[config.mk]
export PLATFORM = sky130hd
export DESIGN_NAME = timer8_waveform_output
export DESIGN_NICKNAME = d
export VERILOG_FILES = /design/src/shared/timer8_pkg.sv /design/src/timer8_waveform_output.sv
export SDC_FILE = /design/constraint.sdc
export NUM_CORES = 1
export LEC_CHECK = 0
export ABC_CLOCK_PERIOD_IN_PS = 2950
export BUFFER_PORTS_ARGS = -buffer_cell sky130_fd_sc_hd__buf_2
export CORE_MARGIN = 2
export CORE_UTILIZATION = 50
export CTS_CLUSTER_SIZE = 12
export DETAILED_ROUTE_END_ITERATION = 7
export PLACE_DENSITY = 0.76
export SLEW_MARGIN = 0
export SYNTH_ARGS = -nofsm -noshare
export SYNTH_HDL_FRONTEND = slang
export SYNTH_SLANG_ARGS = --single-unit
[constraint.sdc]
create_clock -name mclk -period 2.95 [get_ports mclk]
set_input_delay 0 -clock mclk [delete_from_list [all_inputs] [get_ports mclk]]
set_output_delay 0 -clock mclk [all_outputs]
set_load 0.03 [all_outputs]
[src/shared/timer8_pkg.sv]
`default_nettype none
package timer8_pkg;

  // ---------------------------------------------------------------
  // register byte offsets
  // ---------------------------------------------------------------
  localparam logic [7:0] ctrl_off    = 8'h00;
  localparam logic [7:0] counter_off = 8'h04;
  localparam logic [7:0] compare_off = 8'h08;
  localparam logic [7:0] status_off  = 8'h0c;
  localparam logic [7:0] port_off    = 8'h10;

  // ---------------------------------------------------------------
  // field positions
  // ---------------------------------------------------------------
  localparam int wmode_lsb   = 0;
  localparam int com_lsb     = 2;
  localparam int run_bit     = 4;
  localparam int force_bit   = 5;
  localparam int ovf_bit     = 0;
  localparam int cmpf_bit    = 1;
  localparam int port_val_bit = 0;
  localparam int port_dir_bit = 1;
  localparam int ocs_bit      = 2;
  localparam int pin_lvl_bit  = 3;

  // ---------------------------------------------------------------
  // values
  // ---------------------------------------------------------------
  localparam logic [7:0] cnt_max     = 8'hff;
  localparam logic [7:0] cnt_bottom  = 8'h00;
  localparam logic [7:0] cnt_rst     = 8'h00;
  localparam logic [7:0] cmp_rst     = 8'h00;
  localparam logic [1:0] com_none    = 2'h0;
  localparam logic [1:0] com_toggle  = 2'h1;
  localparam logic [1:0] com_clear   = 2'h2;
  localparam logic [1:0] com_set     = 2'h3;

  typedef enum logic [1:0] {
    wm_normal    = 2'h0,
    wm_phase_pwm = 2'h1,
    wm_clear_on_match = 2'h2,
    wm_fast_pwm  = 2'h3
  } waveform_mode_t;

  typedef struct packed {
    logic           run;
    logic [1:0]     compare_output_mode;
    waveform_mode_t waveform_mode;
  } ctrl_t;

  localparam ctrl_t ctrl_rst = '{run: 1'b0, compare_output_mode: 2'h0,
                                 waveform_mode: wm_normal};

endpackage
`default_nettype wire

[src/timer8_waveform_output.sv]
`timescale 1ns/1ps
`default_nettype none
// Summary of operation
// RL1 - nonzero output mode drives pin from state
// RL2 - direction bit alone governs pin enable
// RL3 - override ignores waveform mode
// RL4 - output state writable, kept apart from pin
// RL5 - output mode zero leaves state unchanged
// RL6 - new output mode acts next match; force immediate
// RL7 - only waveform mode steers counting
// RL8 - normal mode counts up, wraps ff to 00
// RL9 - normal overflow flag set when counter zeroes
// RL10 - counter writable any time in normal mode
// RL11 - clear-on-match: compare is top, then zero
// RL12 - compare below count missed, wraps first
// RL13 - clear-on-match raises compare flag each period
// RL14 - clear-on-match output mode one toggles state
// RL15 - clear-on-match overflow on max to zero
// RL16 - fast pwm counts zero to max, restarts
// RL17 - fast pwm clears after max next tick
// RL18 - fast pwm: two clear/set, three inverse
// RL19 - fast pwm overflow flag at max
// RL20 - fast pwm extremes: spike, constant level
// RL21 - compare buffered in pwm, direct otherwise
// RL22 - match sets flag next tick; one clears
// RL23 - force acts as match, no flag, no clear
// RL24 - reset: modes zero, pin under port
module timer8_waveform_output #(
  parameter int TICK_DIV = 1
) (
  input  wire logic        mclk,      // 10 MHz system clock
  input  wire logic        reset,     // async, active high
  input  wire logic        wb_cyc_i,  // wishbone cycle
  input  wire logic        wb_stb_i,  // wishbone strobe
  input  wire logic        wb_we_i,   // wishbone write
  input  wire logic [7:0]  wb_adr_i,  // byte address
  input  wire logic [3:0]  wb_sel_i,  // byte lanes
  input  wire logic [31:0] wb_dat_i,  // write data
  output logic      [31:0] wb_dat_o,  // read data
  output logic             wb_ack_o,  // acknowledge
  output logic             pin_out,   // pin output level
  output logic             pin_oe     // pin drive enable
);

  // ---------------------------------------------------------------
  // parameter checks
  // ---------------------------------------------------------------
  // the divider counts in 16 bits: one tick per 65536 cycles at most
  if (TICK_DIV < 1 || TICK_DIV > 65536) begin : g_tick_div_bad
    $error("TICK_DIV out of range");
  end

  // writes honour byte lane 0 only, so every field must sit there
  if (timer8_pkg::force_bit > 7 || timer8_pkg::pin_lvl_bit > 7) begin : g_field_bad
    $error("register field outside byte lane 0");
  end

  // ---------------------------------------------------------------
  // state
  // ---------------------------------------------------------------
  timer8_pkg::ctrl_t ctrl_r;
  logic [7:0]  counter_value_r;
  logic [7:0]  compare_buf_r;
  logic [7:0]  compare_value_r;
  logic        overflow_flag_r;
  logic        compare_flag_r;
  logic        compare_output_state_r;
  logic        port_val_r;
  logic        output_pin_direction_bit_r;
  logic        block_r;
  logic        timer_tick_r;
  logic [15:0] div_r;

  // ---------------------------------------------------------------
  // bus decode
  // ---------------------------------------------------------------
  logic req;
  logic wr;
  logic wr_lane0;
  logic wr_ctrl;
  logic wr_counter;
  logic wr_compare;
  logic wr_status;
  logic wr_port;
  logic force_strobe;
  logic force_compare_strobe;
  logic force_nonpwm;
  logic [1:0] force_com;

  assign req        = wb_cyc_i & wb_stb_i & ~wb_ack_o;
  assign wr         = req & wb_we_i;
  assign wr_lane0   = wr & wb_sel_i[0];
  assign wr_ctrl    = wr_lane0 & (wb_adr_i == timer8_pkg::ctrl_off);
  assign wr_counter = wr_lane0 & (wb_adr_i == timer8_pkg::counter_off);
  assign wr_compare = wr_lane0 & (wb_adr_i == timer8_pkg::compare_off);
  assign wr_status  = wr_lane0 & (wb_adr_i == timer8_pkg::status_off);
  assign wr_port    = wr_lane0 & (wb_adr_i == timer8_pkg::port_off);
  assign force_strobe = wr_ctrl & wb_dat_i[timer8_pkg::force_bit];
  // a strobe acts under the modes written along with it
  assign force_nonpwm = ~wb_dat_i[timer8_pkg::wmode_lsb];
  assign force_com    = wb_dat_i[timer8_pkg::com_lsb +: 2]; // RL6

  // ---------------------------------------------------------------
  // mode decode
  // ---------------------------------------------------------------
  logic is_pwm;
  logic is_ctc;
  logic is_fast;
  logic at_max;
  logic match;
  logic tick_match;
  logic wrap_tick;

  assign is_ctc  = ctrl_r.waveform_mode == timer8_pkg::wm_clear_on_match;
  assign is_fast = ctrl_r.waveform_mode == timer8_pkg::wm_fast_pwm;
  // phase-correct mode only counts up here, but keeps its buffering
  assign is_pwm  = ctrl_r.waveform_mode[0];
  assign at_max  = counter_value_r == timer8_pkg::cnt_max;
  // equality only: a top written below the count is passed over
  assign match      = counter_value_r == compare_value_r; // RL12
  assign tick_match = timer_tick_r & match & ~block_r;
  assign wrap_tick  = timer_tick_r & at_max;
  // force only in non-pwm modes
  assign force_compare_strobe = force_strobe & force_nonpwm; // RL23

  // ---------------------------------------------------------------
  // tick divider
  // ---------------------------------------------------------------
  logic div_last;
  // the tick is registered, so it follows this count by a cycle
  assign div_last = div_r == 16'(TICK_DIV - 1);

  always_ff @(posedge mclk or posedge reset) begin
    if (reset) begin
      div_r        <= 16'h0000;
      timer_tick_r <= 1'b0;
    end else if (!ctrl_r.run) begin
      div_r        <= 16'h0000;
      timer_tick_r <= 1'b0;
    end else if (div_last) begin
      div_r        <= 16'h0000;
      timer_tick_r <= 1'b1;
    end else begin
      div_r        <= div_r + 16'h0001;
      timer_tick_r <= 1'b0;
    end
  end

  // ---------------------------------------------------------------
  // control register
  // ---------------------------------------------------------------
  always_ff @(posedge mclk or posedge reset) begin
    if (reset) begin
      ctrl_r <= timer8_pkg::ctrl_rst; // RL24
    end else if (wr_ctrl) begin
      ctrl_r.waveform_mode <= timer8_pkg::waveform_mode_t'(
        wb_dat_i[timer8_pkg::wmode_lsb +: 2]);
      // takes hold at once; acts on the next match
      ctrl_r.compare_output_mode <= wb_dat_i[timer8_pkg::com_lsb +: 2]; // RL6
      // the force bit is a strobe and is never stored
      ctrl_r.run <= wb_dat_i[timer8_pkg::run_bit];
    end
  end

  // ---------------------------------------------------------------
  // counter
  // ---------------------------------------------------------------
  always_ff @(posedge mclk or posedge reset) begin
    if (reset) begin
      counter_value_r <= timer8_pkg::cnt_rst;
    end else if (wr_counter) begin
      // cpu write beats any count or clear
      counter_value_r <= wb_dat_i[7:0]; // RL10
    end else if (timer_tick_r) begin
      // output mode plays no part here
      if (is_ctc && match) begin // RL7
        counter_value_r <= timer8_pkg::cnt_bottom; // RL11
      end else begin
        // wraps ff to 00 in normal and fast pwm
        counter_value_r <= counter_value_r + 8'h01; // RL8 RL16 RL17
      end
    end
  end

  // ---------------------------------------------------------------
  // match blocking
  // ---------------------------------------------------------------
  // a counter write blocks the match of the next tick, even when stopped
  always_ff @(posedge mclk or posedge reset) begin
    if (reset) begin
      block_r <= 1'b0;
    end else if (wr_counter) begin
      block_r <= 1'b1;
    end else if (timer_tick_r) begin
      block_r <= 1'b0;
    end
  end

  // ---------------------------------------------------------------
  // compare value, buffered in pwm modes
  // ---------------------------------------------------------------
  always_ff @(posedge mclk or posedge reset) begin
    if (reset) begin
      compare_buf_r <= timer8_pkg::cmp_rst;
    end else if (wr_compare) begin
      // software always reads back this buffer
      compare_buf_r <= wb_dat_i[7:0];
    end
  end

  // ---------------------------------------------------------------
  // active compare value
  // ---------------------------------------------------------------
  always_ff @(posedge mclk or posedge reset) begin
    if (reset) begin
      compare_value_r <= timer8_pkg::cmp_rst;
    end else if (!is_pwm) begin
      compare_value_r <= wr_compare ? wb_dat_i[7:0] : compare_buf_r; // RL21
    end else if (wrap_tick) begin
      compare_value_r <= compare_buf_r; // RL21
    end
  end

  // ---------------------------------------------------------------
  // overflow flag: set wins over write-one clear
  // ---------------------------------------------------------------
  always_ff @(posedge mclk or posedge reset) begin
    if (reset) begin
      overflow_flag_r <= 1'b0;
    end else if (wrap_tick) begin
      // counter leaves max and becomes zero
      overflow_flag_r <= 1'b1; // RL9 RL15 RL19
    end else if (wr_status && wb_dat_i[timer8_pkg::ovf_bit]) begin
      overflow_flag_r <= 1'b0;
    end
  end

  // ---------------------------------------------------------------
  // compare flag: set wins over write-one clear
  // ---------------------------------------------------------------
  always_ff @(posedge mclk or posedge reset) begin
    if (reset) begin
      compare_flag_r <= 1'b0;
    end else if (tick_match) begin
      // once per period at top in clear-on-match
      compare_flag_r <= 1'b1; // RL22 RL13
    end else if (wr_status && wb_dat_i[timer8_pkg::cmpf_bit]) begin
      compare_flag_r <= 1'b0; // RL22
    end
  end

  // ---------------------------------------------------------------
  // waveform generator
  // ---------------------------------------------------------------
  logic [1:0] com;
  logic [1:0] act_com;
  logic       act_en;
  logic       bottom_en;

  assign com       = ctrl_r.compare_output_mode;
  // a forced match takes the output mode of its own write
  assign act_com   = force_compare_strobe ? force_com : com; // RL6
  assign act_en    = tick_match | force_compare_strobe; // RL23
  // only the set and clear output modes act at bottom
  assign bottom_en = is_fast & wrap_tick & com[1]; // RL18

  always_ff @(posedge mclk or posedge reset) begin
    if (reset) begin
      compare_output_state_r <= 1'b0;
    end else if (wr_port) begin
      // preset before the pin is made an output
      compare_output_state_r <= wb_dat_i[timer8_pkg::ocs_bit]; // RL4
    end else if (bottom_en) begin
      // bottom beats a match at max: constant level for top = max
      compare_output_state_r <= ~com[0]; // RL18 RL20
    end else if (act_en) begin // RL23
      unique case (act_com)
        timer8_pkg::com_none:   compare_output_state_r <= compare_output_state_r; // RL5
        timer8_pkg::com_toggle: compare_output_state_r <= ~compare_output_state_r; // RL14
        timer8_pkg::com_clear:  compare_output_state_r <= 1'b0; // RL18
        timer8_pkg::com_set:    compare_output_state_r <= 1'b1; // RL18
      endcase
    end
  end

  // ---------------------------------------------------------------
  // port pin
  // ---------------------------------------------------------------
  always_ff @(posedge mclk or posedge reset) begin
    if (reset) begin
      port_val_r                 <= 1'b0;
      output_pin_direction_bit_r <= 1'b0;
    end else if (wr_port) begin
      port_val_r                 <= wb_dat_i[timer8_pkg::port_val_bit];
      output_pin_direction_bit_r <= wb_dat_i[timer8_pkg::port_dir_bit];
    end
  end

  // ---------------------------------------------------------------
  // pin drive
  // ---------------------------------------------------------------
  logic pin_src;
  // override depends on output mode only, never on the waveform mode
  assign pin_src = (com != timer8_pkg::com_none) ? // RL1 RL3
                   compare_output_state_r :
                   port_val_r;

  always_ff @(posedge mclk or posedge reset) begin
    if (reset) begin
      pin_out <= 1'b0;
    end else begin
      pin_out <= pin_src;
    end
  end

  // direction stays with the port bit even under override
  always_ff @(posedge mclk or posedge reset) begin
    if (reset) begin
      pin_oe <= 1'b0;
    end else begin
      pin_oe <= output_pin_direction_bit_r; // RL2
    end
  end

  // ---------------------------------------------------------------
  // register read mux: unmapped offsets read zero
  // ---------------------------------------------------------------
  logic [31:0] rdata;

  always_comb begin
    rdata = 32'h0000_0000;
    unique case (wb_adr_i)
      timer8_pkg::ctrl_off: begin
        rdata[timer8_pkg::wmode_lsb +: 2] = ctrl_r.waveform_mode;
        rdata[timer8_pkg::com_lsb +: 2]   = ctrl_r.compare_output_mode;
        rdata[timer8_pkg::run_bit]        = ctrl_r.run;
      end
      timer8_pkg::counter_off: rdata[7:0] = counter_value_r;
      timer8_pkg::compare_off: rdata[7:0] = compare_buf_r;
      timer8_pkg::status_off: begin
        rdata[timer8_pkg::ovf_bit]  = overflow_flag_r;
        rdata[timer8_pkg::cmpf_bit] = compare_flag_r;
      end
      timer8_pkg::port_off: begin
        rdata[timer8_pkg::port_val_bit] = port_val_r;
        rdata[timer8_pkg::port_dir_bit] = output_pin_direction_bit_r;
        rdata[timer8_pkg::ocs_bit]      = compare_output_state_r;
        rdata[timer8_pkg::pin_lvl_bit]  = pin_out;
      end
      default: rdata = 32'h0000_0000;
    endcase
  end

  // ---------------------------------------------------------------
  // wishbone answer: one wait state
  // ---------------------------------------------------------------
  always_ff @(posedge mclk or posedge reset) begin
    if (reset) begin
      wb_ack_o <= 1'b0;
    end else begin
      // ~ack in req keeps a held request from being taken twice
      wb_ack_o <= req;
    end
  end

  // data reads zero outside an answer
  always_ff @(posedge mclk or posedge reset) begin
    if (reset) begin
      wb_dat_o <= 32'h0000_0000;
    end else begin
      wb_dat_o <= req ? rdata : 32'h0000_0000;
    end
  end

endmodule
`default_nettype wire

==> impl_metrics.tcl <==
set metrics [dict create \
    finalSetupViolations 0 \
    leakage_uw 0.001869 \
    dp_hpwl_um 5352 \
    grt_setup_unrepaired "no" \
    synth_area_leaders "dfrtp_1, buf_4, nor2_1" \
    synthSimpleGateAreaFrac 0.2148 \
    yosys_warnings 0 \
    synthXorXnorAreaFrac 0.05193 \
    cts_num_sinks 63 \
    met1_usage 0.2988 \
    synth.area.mux_share 0.06711 \
    drt_wl_total_um 7769 \
    peakVddDrop_v 0.0002659 \
    grt_pass1_wl_um 12720 \
    syn_to_final_growth_pct 12.65 \
    cp.arrival_ns 2.69 \
    hp-class "in -> reg" \
    track_usage 0.2146 \
    setup_tns_ns 0 \
    die_area_um2 7774 \
    antenna_cells 0 \
    cts.htree.levels 3 \
    die_height_um 88.17 \
    syn_area_um2 3542 \
    post_cts_buffers 0 \
    ys_ff_latch 63 \
    drt-wirelength-per-cell_um 15.95 \
    relSlewSlack 0.3547 \
    drc 0 \
    fmax_mhz 406.8 \
    via_per_inst 5.538 \
    synth-compound-area-share 0.1226 \
    synth_seq_area_share 0.4451 \
    detail_route.iter0.violations 198 \
    hold_viol 0 \
    synth_top_family_by_area "simple AND/OR/NAND/NOR gates" \
    place_area_um2 3665 \
    start_util 0.5185 \
    grt_busiest_layer "met2" \
    syn_inst 346 \
    cts.clk_slew.worst_paths_ns 0.07 \
    cp_max_fo 8 \
    post-route-cell-area_um2 3990 \
    port_buffers 32 \
    crit_required_ns 3.18 \
    cts_tree "yes" \
    rows 30 \
    timing.final.crit_share 0.8332 \
    status "complete, no violations" \
    slew_violations 0 \
    grt_pass1_vias 2567 \
    critPathKind "reg -> reg" \
    clock_latency_ns 0.34 \
    firstDrtPassIters 5 \
    cp-start-kind "flop" \
    gp_congestion 0.8335 \
    grt_max_degree 49 \
    period_needed_ns 2.458 \
    maxCapViolCount 0 \
    cts-root-buf "clkbuf_8" \
    layout-drive-gt1-share 0.2123 \
    yosys.cell_types.count 52 \
    coreArea_um2 6832 \
    grt-ovfl-total 0 \
    fill_cells 607 \
    numCtsBuffers 9 \
    fin_skew_ns 0.01165 \
    die_w_um 88.17 \
    io_pins 84 \
    met3_usage 0.05184 \
    postRouteAntennaNets 0 \
    grt_use_met2 0.3240 \
    synthArstFlopShare 1.000 \
    synth_top_flop_cell "dfrtp_1" \
    tightest_slew_ns 0.9666 \
    power_density_nw_per_um2 607.2 \
    synth_top_area_frac 0.4451 \
    postSynthAreaPerCell_um2 10.24 \
    vias 2697 \
    yosysTopAreaCell "dfrtp_1" \
    fin_nets 438 \
    synth-edff-count 0 \
    ctsLongestPathBuffers 2 \
    antenna_found_initial 0 \
    crit_path_end_kind "flop" \
    synthAdderAreaFrac 0.01060 \
]
## cells in the final DEF (no fill, tap or decap), types with 3 or more instances in the layout
| cell type | count |
|---|---|
| clkbuf_8 | 10 |
| conb_1 | 24 |
| xnor2_1 | 6 |
| a222oi_1 | 3 |
| nand3_1 | 14 |
| o21a_1 | 9 |
| mux2i_1 | 5 |
| a22oi_1 | 9 |
| o21ai_0 | 14 |
| buf_4 | 3 |
| buf_2 | 32 |
| inv_1 | 10 |
| mux2_4 | 5 |
| and3_1 | 4 |
| nor2_1 | 35 |
| nand2_1 | 28 |
| nand4b_1 | 3 |
| nor4_4 | 3 |
| a21oi_1 | 9 |
| nand4_1 | 5 |
| dlygate4sd3_1 | 8 |
| nor3_1 | 3 |
| nor3b_1 | 4 |
| ha_1 | 3 |
| bufinv_16 | 3 |
| dfrtp_1 | 63 |
| o32a_1 | 7 |
| mux2_2 | 10 |
| nor4_1 | 7 |
| a31oi_1 | 7 |
| xor2_1 | 15 |
## repair_timing
| item | 4_1_cts | 5_1_grt |
|---|---|---|
| resized for setup | 0 | 0 |
| endpoints found under the hold margin | 65 | 0 |
| hold buffers | 8 | 0 |
| endpoints found under the setup margin | 0 | 0 |
## metal layers
layer,up-vias,wire (um)
li1,1269,-
met1,1310,3460
met2,100,3629
met3,18,477
met4,0,202
met5,-,0
## per-stage QoR
stage | total power, uW | hold slack [ns] | utilization | setup slack, ns | cells
detailed placement | 1491 | 0.2739 | 0.5364 | 0.5698 | 463
finish | 2423 | 0.007173 | 0.5841 | 0.4921 | 487
floorplan | 1408 | 0.1168 | - | 0.8520 | 369
global placement | 1470 | 0.2769 | 0.5364 | 0.6396 | 463
CTS | 2433 | 0.0006332 | 0.5841 | 0.5456 | 487
global route | 2539 | 0.01484 | 0.5841 | 0.3260 | 487
## sequential cells by signal (all words and copies together), names as in the netlist
| name | count |
|---|---|
| wb_ack_o | 1 |
| counter_value_r | 8 |
| compare_value_r | 8 |
| block_r | 1 |
| overflow_flag_r | 1 |
| compare_output_state_r | 1 |
| output_pin_direction_bit_r | 1 |
| pin_oe | 1 |
| pin_out | 1 |
| port_val_r | 1 |
| ctrl_r | 3 |
| wb_dat_o | 8 |
| div_r | 16 |
| compare_buf_r | 8 |
| compare_flag_r | 1 |
| com | 2 |
| timer_tick_r | 1 |
## cells in the mapped netlist, types with 4 or more instances
master and count:
nand4_1 5, xnor2_1 6, xor2_1 15, mux2_4 5, and3_1 4, buf_4 24
nor4_1 7, o32a_1 7, inv_1 11, nor2_1 35, nand2_1 28, a21oi_1 9
nor3b_1 4, o21ai_0 14, buf_6 4, a22oi_1 9, mux2_2 10, dfrtp_1 63
nand3_1 14, a31oi_1 7, buf_2 4, o21a_1 9, mux2i_1 5
## layout make-up
cell class / count / area, um^2 / area share
multi-input combinational: 258 / 1744 / 0.4371
sequential: 63 / 1577 / 0.3951
timing repair buffer: 43 / 262.8 / 0.06585
clock buffer: 10 / 137.6 / 0.03449
tap: 96 / 120.1 / 0.03010
clock inverter: 6 / 107.6 / 0.02697
inverter: 11 / 41.29 / 0.01035
## cells by family after synthesis
| logic type | Yosys count |
|---|---|
| AO/OA/AOI/OAI | 63 |
| XOR/XNOR | 21 |
| adder cells (fa/ha/maj) | 3 |
| buffers and inverters | 48 |
| flip-flops | 63 |
| multiplexers | 20 |
| other | 1 |
| AND/OR/NAND/NOR | 127 |
## worst max-delay path: stages (launching register included)
cell and delay [ns]:
dfrtp_1 0.48, ha_1 0.27, nand3_1 0.21, or4_1 0.65
nand2_1 0.32, o21ai_2 0.20, o21a_1 0.23
## final timing paths
| kind | start | endpoint | slack [ns] | cells after the start |
|---|---|---|---|---|
| worst max-delay path | counter_value_r[1] | compare_value_r[0] | 0.49 | 6 |
| worst min-delay path | wb_dat_i[3] | compare_buf_r[3] | 0.007 | 2 |
| worst max register to register | counter_value_r[1] | compare_value_r[0] | 0.49 | 6 |
| worst min register to register | output_pin_direction_bit_r | pin_oe | 0.41 | 0 |
| max in group asynchronous | reset | div_r[13] | 1.73 | 4 |
| min in group asynchronous | reset | wb_ack_o | 0.42 | 3 |
## where the power goes
group          total, uW  internal [uW]  switching [uW]
Sequential          1050            931             123
Clock                930            581             349
Combinational        439            190             248
Power figures use the tool's default switching activity.
